$ cat config.mk
export PLATFORM = sky130hd
export DESIGN_NAME = dadc_top
export DESIGN_NICKNAME = d
export VERILOG_FILES = /design/src/logic/dadc_pkg.sv /design/src/logic/dadc_hyst_if.sv /design/src/logic/dadc_top.sv /design/src/logic/dadc_hyst.sv
export SDC_FILE = /design/constraint.sdc
export NUM_CORES = 1
export LEC_CHECK = 0
export ABC_CLOCK_PERIOD_IN_PS = 6100
export BUFFER_PORTS_ARGS = -buffer_cell sky130_fd_sc_hd__buf_2
export CAP_MARGIN = 20
export CORE_MARGIN = 3
export CORE_UTILIZATION = 51
export DETAILED_ROUTE_END_ITERATION = 8
export GPL_ROUTABILITY_DRIVEN = 0
export PLACE_DENSITY = 0.87
export SETUP_SLACK_MARGIN = 0.4
export SLEW_MARGIN = 5
export SYNTH_ARGS = -nofsm -noshare
export SYNTH_HDL_FRONTEND = slang
export SYNTH_SLANG_ARGS = --single-unit
$ cat constraint.sdc
create_clock -name clk_sys -period 6.1 [get_ports clk_sys]
set_input_delay 0.915 -clock clk_sys [delete_from_list [all_inputs] [get_ports clk_sys]]
set_output_delay 0.915 -clock clk_sys [all_outputs]
set_load 0.005 [all_outputs]
$ cat src/logic/dadc_pkg.sv
package dadc_pkg;
  // frequencies in 0.01 Hz, percentages in 0.01 %, brake volts in 0.1 %, temperature in degrees C
  localparam int unsigned DADC_FREQ_W = 16;
  localparam int unsigned DADC_PCT_W = 16;
  localparam int unsigned DADC_TEMP_W = 8;
  localparam int unsigned DADC_CLK_HZ = 125000000;
  localparam int unsigned DADC_TICK_NS = 1000;
  localparam int unsigned DADC_TICK_CYC = (DADC_TICK_NS * (DADC_CLK_HZ / 1000000)) / 1000;
  localparam logic [1:0] DADC_FSEL_DEF = 2'h0;
  localparam logic [15:0] DADC_ALD1_LEVEL_DEF = 16'h07D0;
  localparam logic [15:0] DADC_ALD2_LEVEL_DEF = 16'h1388;
  localparam logic [15:0] DADC_ALD_HYST_DEF = 16'h01F4;
  localparam logic [15:0] DADC_BRK_MIN = 16'h044C;
  localparam logic [15:0] DADC_BRK_MAX = 16'h0578;
  localparam logic [15:0] DADC_BRK_DEF = 16'h04E2;
  localparam logic [15:0] DADC_BRK_REL_GAP = 16'h0032;
  localparam logic [6:0] DADC_DUTY_MIN = 7'h14;
  localparam logic [6:0] DADC_DUTY_MAX = 7'h64;
  localparam logic [7:0] DADC_FAN_ON_C = 8'h2D;
  localparam logic [7:0] DADC_FAN_OFF_C = 8'h28;
  localparam int unsigned DADC_FAN_HOLD_S = 60;
  localparam int unsigned DADC_FAN_HOLD_TICKS = DADC_FAN_HOLD_S * 1000000;
  localparam logic [15:0] DADC_PWM_SW_FREQ_DEF = 16'h05DC;
  localparam logic [15:0] DADC_RSTOP_DEF = 16'h0064;
  localparam logic [15:0] DADC_OVM_MIN = 16'h0064;
  localparam logic [15:0] DADC_OVM_MAX = 16'h006E;
  localparam logic [15:0] DADC_OVM_DEF = 16'h0069;
  localparam logic [2:0] DADC_MFO_FREQ_THRESHOLD_DETECT_ONE = 3'h3;
  localparam logic [2:0] DADC_MFO_FREQ_THRESHOLD_DETECT_TWO = 3'h4;
  typedef enum logic [1:0] {
    DADC_FAN_POWER = 2'h0,
    DADC_FAN_RUN = 2'h1,
    DADC_FAN_TEMP = 2'h2
  } dadc_fan_e;
  typedef enum logic [1:0] {
    DADC_UNIT_HUNDREDTH = 2'h0,
    DADC_UNIT_TENTH = 2'h1,
    DADC_UNIT_SECOND = 2'h2
  } dadc_unit_e;
  typedef enum logic [1:0] {
    DADC_DB_OFF = 2'h0,
    DADC_DB_MODE1 = 2'h1,
    DADC_DB_MODE2 = 2'h2
  } dadc_db_e;
  typedef enum logic [1:0] {
    DADC_RUN_IDLE = 2'h0,
    DADC_RUN_NORMAL = 2'h1,
    DADC_RUN_JOG = 2'h2
  } dadc_run_e;
endpackage

$ cat src/logic/dadc_hyst_if.sv
`timescale 1ns/1ps
interface dadc_hyst_if;
  logic tick;
  logic [15:0] value;
  logic [15:0] level;
  logic [15:0] release_lvl;
  logic flag;
  modport ctl (output tick, output value, output level, output release_lvl, input flag);
  modport det (input tick, input value, input level, input release_lvl, output flag);
endinterface

$ cat src/logic/dadc_top.sv
`timescale 1ns/1ps
// Notes on behaviour
// - terminal set to 3 or 4 goes active when running and abs freq exceeds threshold
// - threshold terminal goes inactive at or below threshold minus hysteresis
// - between threshold minus hysteresis and threshold, terminal keeps its level
// - both analog detectors watch one channel chosen by code 0..3, 3 expansion
// - levels default 20.00 and 50.00 percent, hysteresis 5.00 clamped to level
// - analog flag sets when the selected channel's percent exceeds its level
// - analog flag clears only below level minus hysteresis
// - braking enabled by setting 1 starts when bus voltage exceeds threshold
// - brake threshold 110.0 to 140.0 percent, 100.0 is 537V, default 125.0
// - brake transistor switched with duty 20 to 100 percent, 100 is always on
// - braking stops once bus voltage drops below a lower release value
// - set below lower limit: mode 0 run at lower limit, mode 1 stop
// - fan mode 0 runs fan from power-on continuously
// - fan mode 1 default starts on run, stops a minute after parameter state
// - fan mode 2 on above 45 C, off below 40 C, hold between
// - segment switch off gives 7-segment; on gives 5-segment above switch frequency
// - terminal mode with jog priority 1 enters jog even while running
// - jog priority 0 never moves directly from running to jog
// - rapid stop deceleration time default 1.00 s, 0..650.00, scaled by unit
// - deadband compensation off, mode 1 default, or mode 2
// - overmodulation factor 1.00 to 1.10, default 1.05, raises voltage ceiling
// - phase adjust setting 0 enables phase detection, 1 disables it
// - ramp time unit code 0 hundredths, 1 tenths, 2 whole seconds
module dadc_top #(
  parameter int unsigned TICK_CYC = dadc_pkg::DADC_TICK_CYC,
  parameter int unsigned FAN_HOLD_TICKS = dadc_pkg::DADC_FAN_HOLD_TICKS
) (
  input wire logic clk_sys,
  input wire logic nrst,
  input wire logic [15:0] out_freq_abs,
  input wire logic running,
  input wire logic param_setting,
  input wire logic [2:0] term_a_func,
  input wire logic [2:0] term_b_func,
  input wire logic [15:0] freq_threshold_one,
  input wire logic [15:0] freq_hyst_one,
  input wire logic [15:0] freq_threshold_two,
  input wire logic [15:0] freq_hyst_two,
  input wire logic [1:0] analog_level_detect_sel,
  input wire logic [15:0] analog_in_one,
  input wire logic [15:0] analog_in_two,
  input wire logic [15:0] analog_in_three,
  input wire logic [15:0] analog_in_expansion,
  input wire logic [15:0] analog_level_one,
  input wire logic [15:0] analog_hyst_one,
  input wire logic [15:0] analog_level_two,
  input wire logic [15:0] analog_hyst_two,
  input wire logic dyn_brake_enable,
  input wire logic [15:0] dyn_brake_threshold,
  input wire logic [6:0] dyn_brake_duty,
  input wire logic [15:0] bus_volt_pct,
  input wire logic [15:0] set_freq,
  input wire logic [15:0] lower_limit_freq,
  input wire logic lower_limit_mode,
  input wire logic [1:0] fan_mode_select,
  input wire logic [7:0] heatsink_temp,
  input wire logic pwm_segment_switch_enable,
  input wire logic [15:0] pwm_segment_switch_freq,
  input wire logic terminal_ctrl,
  input wire logic jog_priority_enable,
  input wire logic run_cmd,
  input wire logic jog_cmd,
  input wire logic [1:0] ramp_time_unit_select,
  input wire logic [15:0] rapid_stop_time,
  input wire logic [1:0] deadband_mode,
  input wire logic [15:0] overmod_factor,
  input wire logic phase_adjust_select,
  output logic term_a_out,
  output logic term_b_out,
  output logic analog_level_detect_one,
  output logic analog_level_detect_two,
  output logic brake_on,
  output logic brake_active,
  output logic [15:0] run_freq,
  output logic run_stop,
  output logic fan_on,
  output logic pwm_five_seg,
  output logic [1:0] run_state,
  output logic [31:0] rapid_stop_ms,
  output logic [1:0] deadband_sel,
  output logic [15:0] overmod_eff,
  output logic phase_detect_en
);
  import dadc_pkg::*;

  typedef struct packed {
    logic [31:0] tick_cnt;
    logic tick;
    logic [31:0] fan_cnt;
    logic [6:0] pwm_cnt;
    logic brake_act;
    logic brake_out;
    logic fan;
    logic five_seg;
    dadc_run_e run;
    logic term_a;
    logic term_b;
    logic [15:0] rfreq;
    logic rstop;
    logic [31:0] rsms;
    logic [1:0] db;
    logic [15:0] ovm;
    logic phase_en;
  } dadc_top_s;
  dadc_top_s st_q, st_d;

  // threshold sample 0..3 are frequency one, frequency two, analog one, analog two
  dadc_hyst_if hif [4] ();
  logic [15:0] ain_sel;
  logic [15:0] ahyst1, ahyst2;
  logic [15:0] brk_thr, brk_rel;
  logic [6:0] duty;
  logic freq_threshold_detect_one, freq_threshold_detect_two;

  always_comb begin
    case (analog_level_detect_sel)
      2'h0: ain_sel = analog_in_one;
      2'h1: ain_sel = analog_in_two;
      2'h2: ain_sel = analog_in_three;
      default: ain_sel = analog_in_expansion;
    endcase
  end

  assign ahyst1 = (analog_hyst_one > analog_level_one) ? analog_level_one : analog_hyst_one;
  assign ahyst2 = (analog_hyst_two > analog_level_two) ? analog_level_two : analog_hyst_two;

  assign hif[0].tick = st_q.tick;
  assign hif[0].value = out_freq_abs;
  assign hif[0].level = freq_threshold_one;
  assign hif[0].release_lvl = (freq_hyst_one > freq_threshold_one) ? 16'h0000 : freq_threshold_one - freq_hyst_one;
  assign hif[1].tick = st_q.tick;
  assign hif[1].value = out_freq_abs;
  assign hif[1].level = freq_threshold_two;
  assign hif[1].release_lvl = (freq_hyst_two > freq_threshold_two) ? 16'h0000 : freq_threshold_two - freq_hyst_two;
  assign hif[2].tick = st_q.tick;
  assign hif[2].value = ain_sel;
  assign hif[2].level = analog_level_one;
  assign hif[2].release_lvl = analog_level_one - ahyst1;
  assign hif[3].tick = st_q.tick;
  assign hif[3].value = ain_sel;
  assign hif[3].level = analog_level_two;
  assign hif[3].release_lvl = analog_level_two - ahyst2;

  // frequency detectors clear at or below release; analog ones strictly below
  dadc_hyst #(.CLR_INCL(1'b1)) u_freq_threshold_detect_one (.clk_sys(clk_sys), .nrst(nrst), .hif(hif[0]));
  dadc_hyst #(.CLR_INCL(1'b1)) u_freq_threshold_detect_two (.clk_sys(clk_sys), .nrst(nrst), .hif(hif[1]));
  dadc_hyst #(.CLR_INCL(1'b0)) u_ald1 (.clk_sys(clk_sys), .nrst(nrst), .hif(hif[2]));
  dadc_hyst #(.CLR_INCL(1'b0)) u_ald2 (.clk_sys(clk_sys), .nrst(nrst), .hif(hif[3]));

  assign freq_threshold_detect_one = hif[0].flag & running;
  assign freq_threshold_detect_two = hif[1].flag & running;

  // out-of-range settings fall back to the nearest legal value
  assign brk_thr = (dyn_brake_threshold < DADC_BRK_MIN) ? DADC_BRK_MIN :
                   (dyn_brake_threshold > DADC_BRK_MAX) ? DADC_BRK_MAX : dyn_brake_threshold;
  assign brk_rel = brk_thr - DADC_BRK_REL_GAP;
  assign duty = (dyn_brake_duty < DADC_DUTY_MIN) ? DADC_DUTY_MIN :
                (dyn_brake_duty > DADC_DUTY_MAX) ? DADC_DUTY_MAX : dyn_brake_duty;

  always_comb begin
    st_d = st_q;
    st_d.tick = 1'b0;
    if (st_q.tick_cnt >= TICK_CYC - 1) begin
      st_d.tick_cnt = '0;
      st_d.tick = 1'b1;
    end else begin
      st_d.tick_cnt = st_q.tick_cnt + 32'h00000001;
    end
    st_d.pwm_cnt = (st_q.pwm_cnt >= DADC_DUTY_MAX - 7'h01) ? 7'h00 : st_q.pwm_cnt + 7'h01;
    if (st_q.tick) begin
      if (!dyn_brake_enable) begin
        st_d.brake_act = 1'b0;
      end else if (bus_volt_pct > brk_thr) begin
        st_d.brake_act = 1'b1;
      end else if (bus_volt_pct < brk_rel) begin
        st_d.brake_act = 1'b0;
      end
      case (fan_mode_select)
        DADC_FAN_POWER: st_d.fan = 1'b1;
        DADC_FAN_RUN: begin
          if (running) begin
            st_d.fan = 1'b1;
            st_d.fan_cnt = '0;
          end else if (param_setting && st_q.fan) begin
            if (st_q.fan_cnt >= FAN_HOLD_TICKS - 1) begin
              st_d.fan = 1'b0;
            end else begin
              st_d.fan_cnt = st_q.fan_cnt + 32'h00000001;
            end
          end
        end
        DADC_FAN_TEMP: begin
          if (heatsink_temp > DADC_FAN_ON_C) begin
            st_d.fan = 1'b1;
          end else if (heatsink_temp < DADC_FAN_OFF_C) begin
            st_d.fan = 1'b0;
          end
        end
        default: st_d.fan = 1'b1;
      endcase
      if (!pwm_segment_switch_enable) begin
        st_d.five_seg = 1'b0;
      end else if (out_freq_abs > pwm_segment_switch_freq) begin
        st_d.five_seg = 1'b1;
      end else if (out_freq_abs < pwm_segment_switch_freq) begin
        st_d.five_seg = 1'b0;
      end
      if (set_freq < lower_limit_freq) begin
        st_d.rfreq = lower_limit_mode ? 16'h0000 : lower_limit_freq;
        st_d.rstop = lower_limit_mode;
      end else begin
        st_d.rfreq = set_freq;
        st_d.rstop = 1'b0;
      end
    end
    st_d.brake_out = st_q.brake_act && (st_q.pwm_cnt < duty);
    st_d.term_a = ((term_a_func == DADC_MFO_FREQ_THRESHOLD_DETECT_ONE) && freq_threshold_detect_one) || ((term_a_func == DADC_MFO_FREQ_THRESHOLD_DETECT_TWO) && freq_threshold_detect_two);
    st_d.term_b = ((term_b_func == DADC_MFO_FREQ_THRESHOLD_DETECT_ONE) && freq_threshold_detect_one) || ((term_b_func == DADC_MFO_FREQ_THRESHOLD_DETECT_TWO) && freq_threshold_detect_two);
    case (st_q.run)
      DADC_RUN_IDLE: begin
        if (jog_cmd) begin
          st_d.run = DADC_RUN_JOG;
        end else if (run_cmd) begin
          st_d.run = DADC_RUN_NORMAL;
        end
      end
      DADC_RUN_NORMAL: begin
        if (terminal_ctrl && jog_priority_enable && jog_cmd) begin
          st_d.run = DADC_RUN_JOG;
        end else if (!run_cmd) begin
          st_d.run = DADC_RUN_IDLE;
        end
      end
      DADC_RUN_JOG: begin
        if (!jog_cmd) begin
          st_d.run = run_cmd ? DADC_RUN_NORMAL : DADC_RUN_IDLE;
        end
      end
      default: st_d.run = DADC_RUN_IDLE;
    endcase
    case (ramp_time_unit_select)
      DADC_UNIT_HUNDREDTH: st_d.rsms = {16'h0000, rapid_stop_time} * 32'h0000000A;
      DADC_UNIT_TENTH: st_d.rsms = {16'h0000, rapid_stop_time} * 32'h00000064;
      DADC_UNIT_SECOND: st_d.rsms = {16'h0000, rapid_stop_time} * 32'h000003E8;
      default: st_d.rsms = {16'h0000, rapid_stop_time} * 32'h0000000A;
    endcase
    st_d.db = (deadband_mode > DADC_DB_MODE2) ? DADC_DB_MODE1 : deadband_mode;
    st_d.ovm = (overmod_factor < DADC_OVM_MIN) ? DADC_OVM_MIN :
               (overmod_factor > DADC_OVM_MAX) ? DADC_OVM_MAX : overmod_factor;
    st_d.phase_en = ~phase_adjust_select;
  end

  always_ff @(posedge clk_sys) begin
    if (!nrst) begin
      st_q <= '0;
      st_q.fan <= 1'b0;
      st_q.db <= DADC_DB_MODE1;
      st_q.ovm <= DADC_OVM_DEF;
      st_q.phase_en <= 1'b1;
      st_q.rsms <= 32'h000003E8;
    end else begin
      st_q <= st_d;
    end
  end

  always_ff @(posedge clk_sys) begin
    if (!nrst) begin
      analog_level_detect_one <= 1'b0;
      analog_level_detect_two <= 1'b0;
    end else begin
      analog_level_detect_one <= hif[2].flag;
      analog_level_detect_two <= hif[3].flag;
    end
  end

  assign term_a_out = st_q.term_a;
  assign term_b_out = st_q.term_b;
  assign brake_on = st_q.brake_out;
  assign brake_active = st_q.brake_act;
  assign run_freq = st_q.rfreq;
  assign run_stop = st_q.rstop;
  assign fan_on = st_q.fan;
  assign pwm_five_seg = st_q.five_seg;
  assign run_state = st_q.run;
  assign rapid_stop_ms = st_q.rsms;
  assign deadband_sel = st_q.db;
  assign overmod_eff = st_q.ovm;
  assign phase_detect_en = st_q.phase_en;
endmodule

$ cat src/logic/dadc_hyst.sv
`timescale 1ns/1ps
// set when value exceeds level, clear at or below the release level with CLR_INCL set, strictly below it with CLR_INCL clear
module dadc_hyst #(
  parameter bit CLR_INCL = 1'b1
) (
  input wire logic clk_sys,
  input wire logic nrst,
  dadc_hyst_if.det hif
);
  typedef struct packed {
    logic flag;
  } dadc_hst_s;
  dadc_hst_s st_q, st_d;
  always_comb begin
    st_d = st_q;
    if (hif.tick) begin
      if (hif.value > hif.level) begin
        st_d.flag = 1'b1;
      end else if (CLR_INCL ? (hif.value <= hif.release_lvl) : (hif.value < hif.release_lvl)) begin
        st_d.flag = 1'b0;
      end
    end
  end
  always_ff @(posedge clk_sys) begin
    if (!nrst) begin
      st_q <= '0;
    end else begin
      st_q <= st_d;
    end
  end
  assign hif.flag = st_q.flag;
endmodule

==> impl_metrics.env <==
export IMPL_synth_distinct_cells=80
export IMPL_synth_top_area_share_pct=26.4
export IMPL_final_cell_mix="430 x buf_2, 408 x ha_1, 233 x inv_1"
export IMPL_syn_inst=2311
export IMPL_die_w_um=202
export IMPL_synth_warnings=0
export IMPL_grt_overflow_total=0
export IMPL_status="complete, no violations"
export IMPL_multi_input_area_um2=15500
export IMPL_finalMaxSlewViolations=0
export IMPL_cp_max_fo=9
export IMPL_fp_row_count=71
export IMPL_drt_initial_drc_count=1350
export IMPL_drive_gt1_share_pct=19.9
export IMPL_rsz0062_at_grt="yes"
export IMPL_final_common_cell="buf_2"
export IMPL_clock_latency_ns=0.44
export IMPL_grt_pass1_wl_um=93200
export IMPL_synth_largest_area_cell="ha_1"
export IMPL_total_power_mw=5.29
export IMPL_synth_edf_count=0
export IMPL_core_area_um2=37800
export IMPL_grtUsageTotal_pct=27.6
export IMPL_dp_final_hpwl_um=47800
export IMPL_arrival_ns=5.89
export IMPL_io_pins=439
export IMPL_irDropWorstVdd_mv=0.201
export IMPL_ys_ff_latch=147
export IMPL_register_area_um2=2940
export IMPL_clock_sinks=147
export IMPL_startpoint_type="input port"
export IMPL_ant_nets=0
export IMPL_fill_cells=3158
export IMPL_hold_ws_ns=0.464
export IMPL_syn_avg_cell_area_um2=8.48
export IMPL_final_core_util_pct=60.5
export IMPL_place_inst=3222
export IMPL_first_pass_iters=5
export IMPL_cts_buffers=17
export IMPL_crit_required_ns=6.44
export IMPL_stdcell_count=3257
export IMPL_grt_antenna_before_repair=0
export IMPL_start_util_pct=51.9
export IMPL_power_leakage_nw=11.8
export IMPL_finalWirelength_um=58400
export IMPL_die_y_um=202
export IMPL_critPathKind="input port to flop"
export IMPL_fin_crit_ns=5.56
export IMPL_synthTopCellsByArea="ha_1 26%, dfxtp_1 15%, fa_1 7.2%, inv_1 4.5%, a21oi_1 3.7%"
export IMPL_setup_violations=0
export IMPL_min_period_over_period_pct=91.1
export IMPL_pre_cts_slack_ns=-0.0639
export IMPL_nets=3575
export IMPL_maxCapViolCount=0
export IMPL_cts_tree="done"
export IMPL_clk_pin_slew_ns=0.08
export IMPL_vias=19000
export IMPL_port_buffers=430
export IMPL_clockBufferDepth=2
export IMPL_h_tree_depth=4
export IMPL_pwr_density_cell_nw_per_um2=232
export IMPL_hp_class="flop to flop"
export IMPL_final_hold_viol_count=0
export IMPL_wl_per_cell_um=17.9
export IMPL_maxSlewHeadroom_pct=31.1
export IMPL_clock_root_buffer="clkbuf_16"
export IMPL_die_area_um2=40800
export IMPL_fin_skew_ns=0.0174
export IMPL_synthArstFlopShare_pct=0
export IMPL_syn_area_um2=19600
export IMPL_vias_per_cell=5.82
export IMPL_critPathCaptureType="flop"
export IMPL_yosysSeqAreaShare_pct=15.0
export IMPL_grt_max_degree=45
export IMPL_setup_ws_ns=0.543
export IMPL_synth_ff_type="dfxtp_1"
export IMPL_fmax_ghz=0.180
export IMPL_grt_pass1_vias=19100
export IMPL_tightest_slew_ns=1.03
export IMPL_drc=0
export IMPL_area_delta_synth_final_pct=16.7
==> stage by stage <==
stage          cell area [um2]  setup TNS (ns)
2_1_floorplan            19900               0
3_3_place_gp             22100               0
3_5_place_dp             22100         -0.0720
4_1_cts                  22800               0
5_1_grt                  22800               0
6_report                 22800               0
==> final cells by class <==
class | instances | share of cell area (%)
Multi-Input combinational cell | 1882 | 67.7
Inverter | 235 | 3.88
Sequential cell | 147 | 12.9
Antenna cell | 2 | 0.0219
Clock inverter | 14 | 0.860
Tap cell | 511 | 2.80
Clock buffer | 18 | 1.88
Timing Repair Buffer | 448 | 10.0
==> kinds of logic (layout without fill, tap and decap cells) <==
group           Yosys count  count (layout)  share of synthesized area, %
flops                   147             147                          15.0
buf+inv                 338             715                          7.90
mux                      72              72                          4.79
compound gates          548             548                          18.1
fa+ha+maj               483             483                          33.5
simple gates            603             603                          15.3
xor+xnor                118             118                          5.28
other cells               2              60                        0.0383
==> what timing repair did <==
item,CTS,global route
pin swaps,0,3
setup endpoints to repair,1,2
resized for setup,1,13
gates cloned,0,0
hold buffers,0,0
setup buffers,0,1
==> state kept, by name (all words and copies together) (netlist names) <==
register and count:
analog_level_detect_one 1, analog_level_detect_two 1, brake_active 1, brake_on 1, deadband_sel 2, fan_on 1, hif.tick 1, overmod_eff 16
phase_detect_en 1, pwm_five_seg 1, rapid_stop_ms 25, run_freq 16, run_state 2, run_stop 1, st_q 71, term_a_out 1
term_b_out 1, u_ald1.hif.flag 1, u_ald2.hif.flag 1, u_freq_threshold_detect_one.hif.flag 1, u_freq_threshold_detect_two.hif.flag 1
==> metal layers <==
metal	part of all wire, %	track usage, %
met3	6.9	4.40
met1	40	33.9
met4	3.6	10.9
met2	49	48.4
met5	0	0
==> Yosys cell counts (all sizes together), types with 7 or more instances <==
cell     number
o21ai       112
buf          81
nand3        52
a21o         74
o21bai       13
or3          10
nor3b         7
nor4         11
nand2b       34
a21oi       147
ha          413
xor2         59
and3         31
nand2       126
clkbuf       22
mux2i        54
o211ai       19
and2         10
o21a         42
a211oi       24
o311ai        7
xnor2        59
mux4         16
nor3         33
inv         235
fa           70
nand4        52
nor2        168
a31o          7
dfxtp       147
a31oi        20
o22ai         8
a221oi        9
nor2b        33
o31ai        13
a2111oi       7
or2          13
a211o         7
==> power breakdown <==
group / internal (mW) / total, mW / leakage [nW] / switching, mW
clock: 0.661 / 1.14 / 0.304 / 0.482
combinational: 1.38 / 3.10 / 10.3 / 1.72
sequential: 1.03 / 1.05 / 1.21 / 0.0242
total: 3.07 / 5.29 / 11.8 / 2.23
==> path summary, 6_finish.rpt <==
check	from	endpoint	slack, ns	cells past startpoint
worst max-delay path	analog_level_one[1]	u_ald1.hif.flag	0.54	26
worst min-delay path	st_q[108]	st_q[108]	0.46	2
worst max register to register	st_q[112]	st_q[104]	3.39	8
worst min register to register	st_q[108]	st_q[108]	0.46	2
==> worst max-delay path, stage by stage <==
cell       delay (ns)
buf_2            0.14
inv_4            0.09
ha_4             0.20
nor2b_1          0.12
o21a_1           0.16
o21a_1           0.17
o211ai_1         0.17
a21oi_1          0.11
o21a_1           0.21
o21a_4           0.27
buf_4            0.20
mux2i_1          0.24
ha_2             0.34
nor2_1           0.12
a21oi_2          0.07
nand3_1          0.11
a21oi_2          0.05
o21a_1           0.19
o31ai_2          0.24
or4b_1           0.46
o311a_1          0.15
ha_2             0.20
a2111oi_4        0.28
nor2_1           0.07
a2111o_1         0.38
a22o_1           0.23
Power figures use the tool's default switching activity.
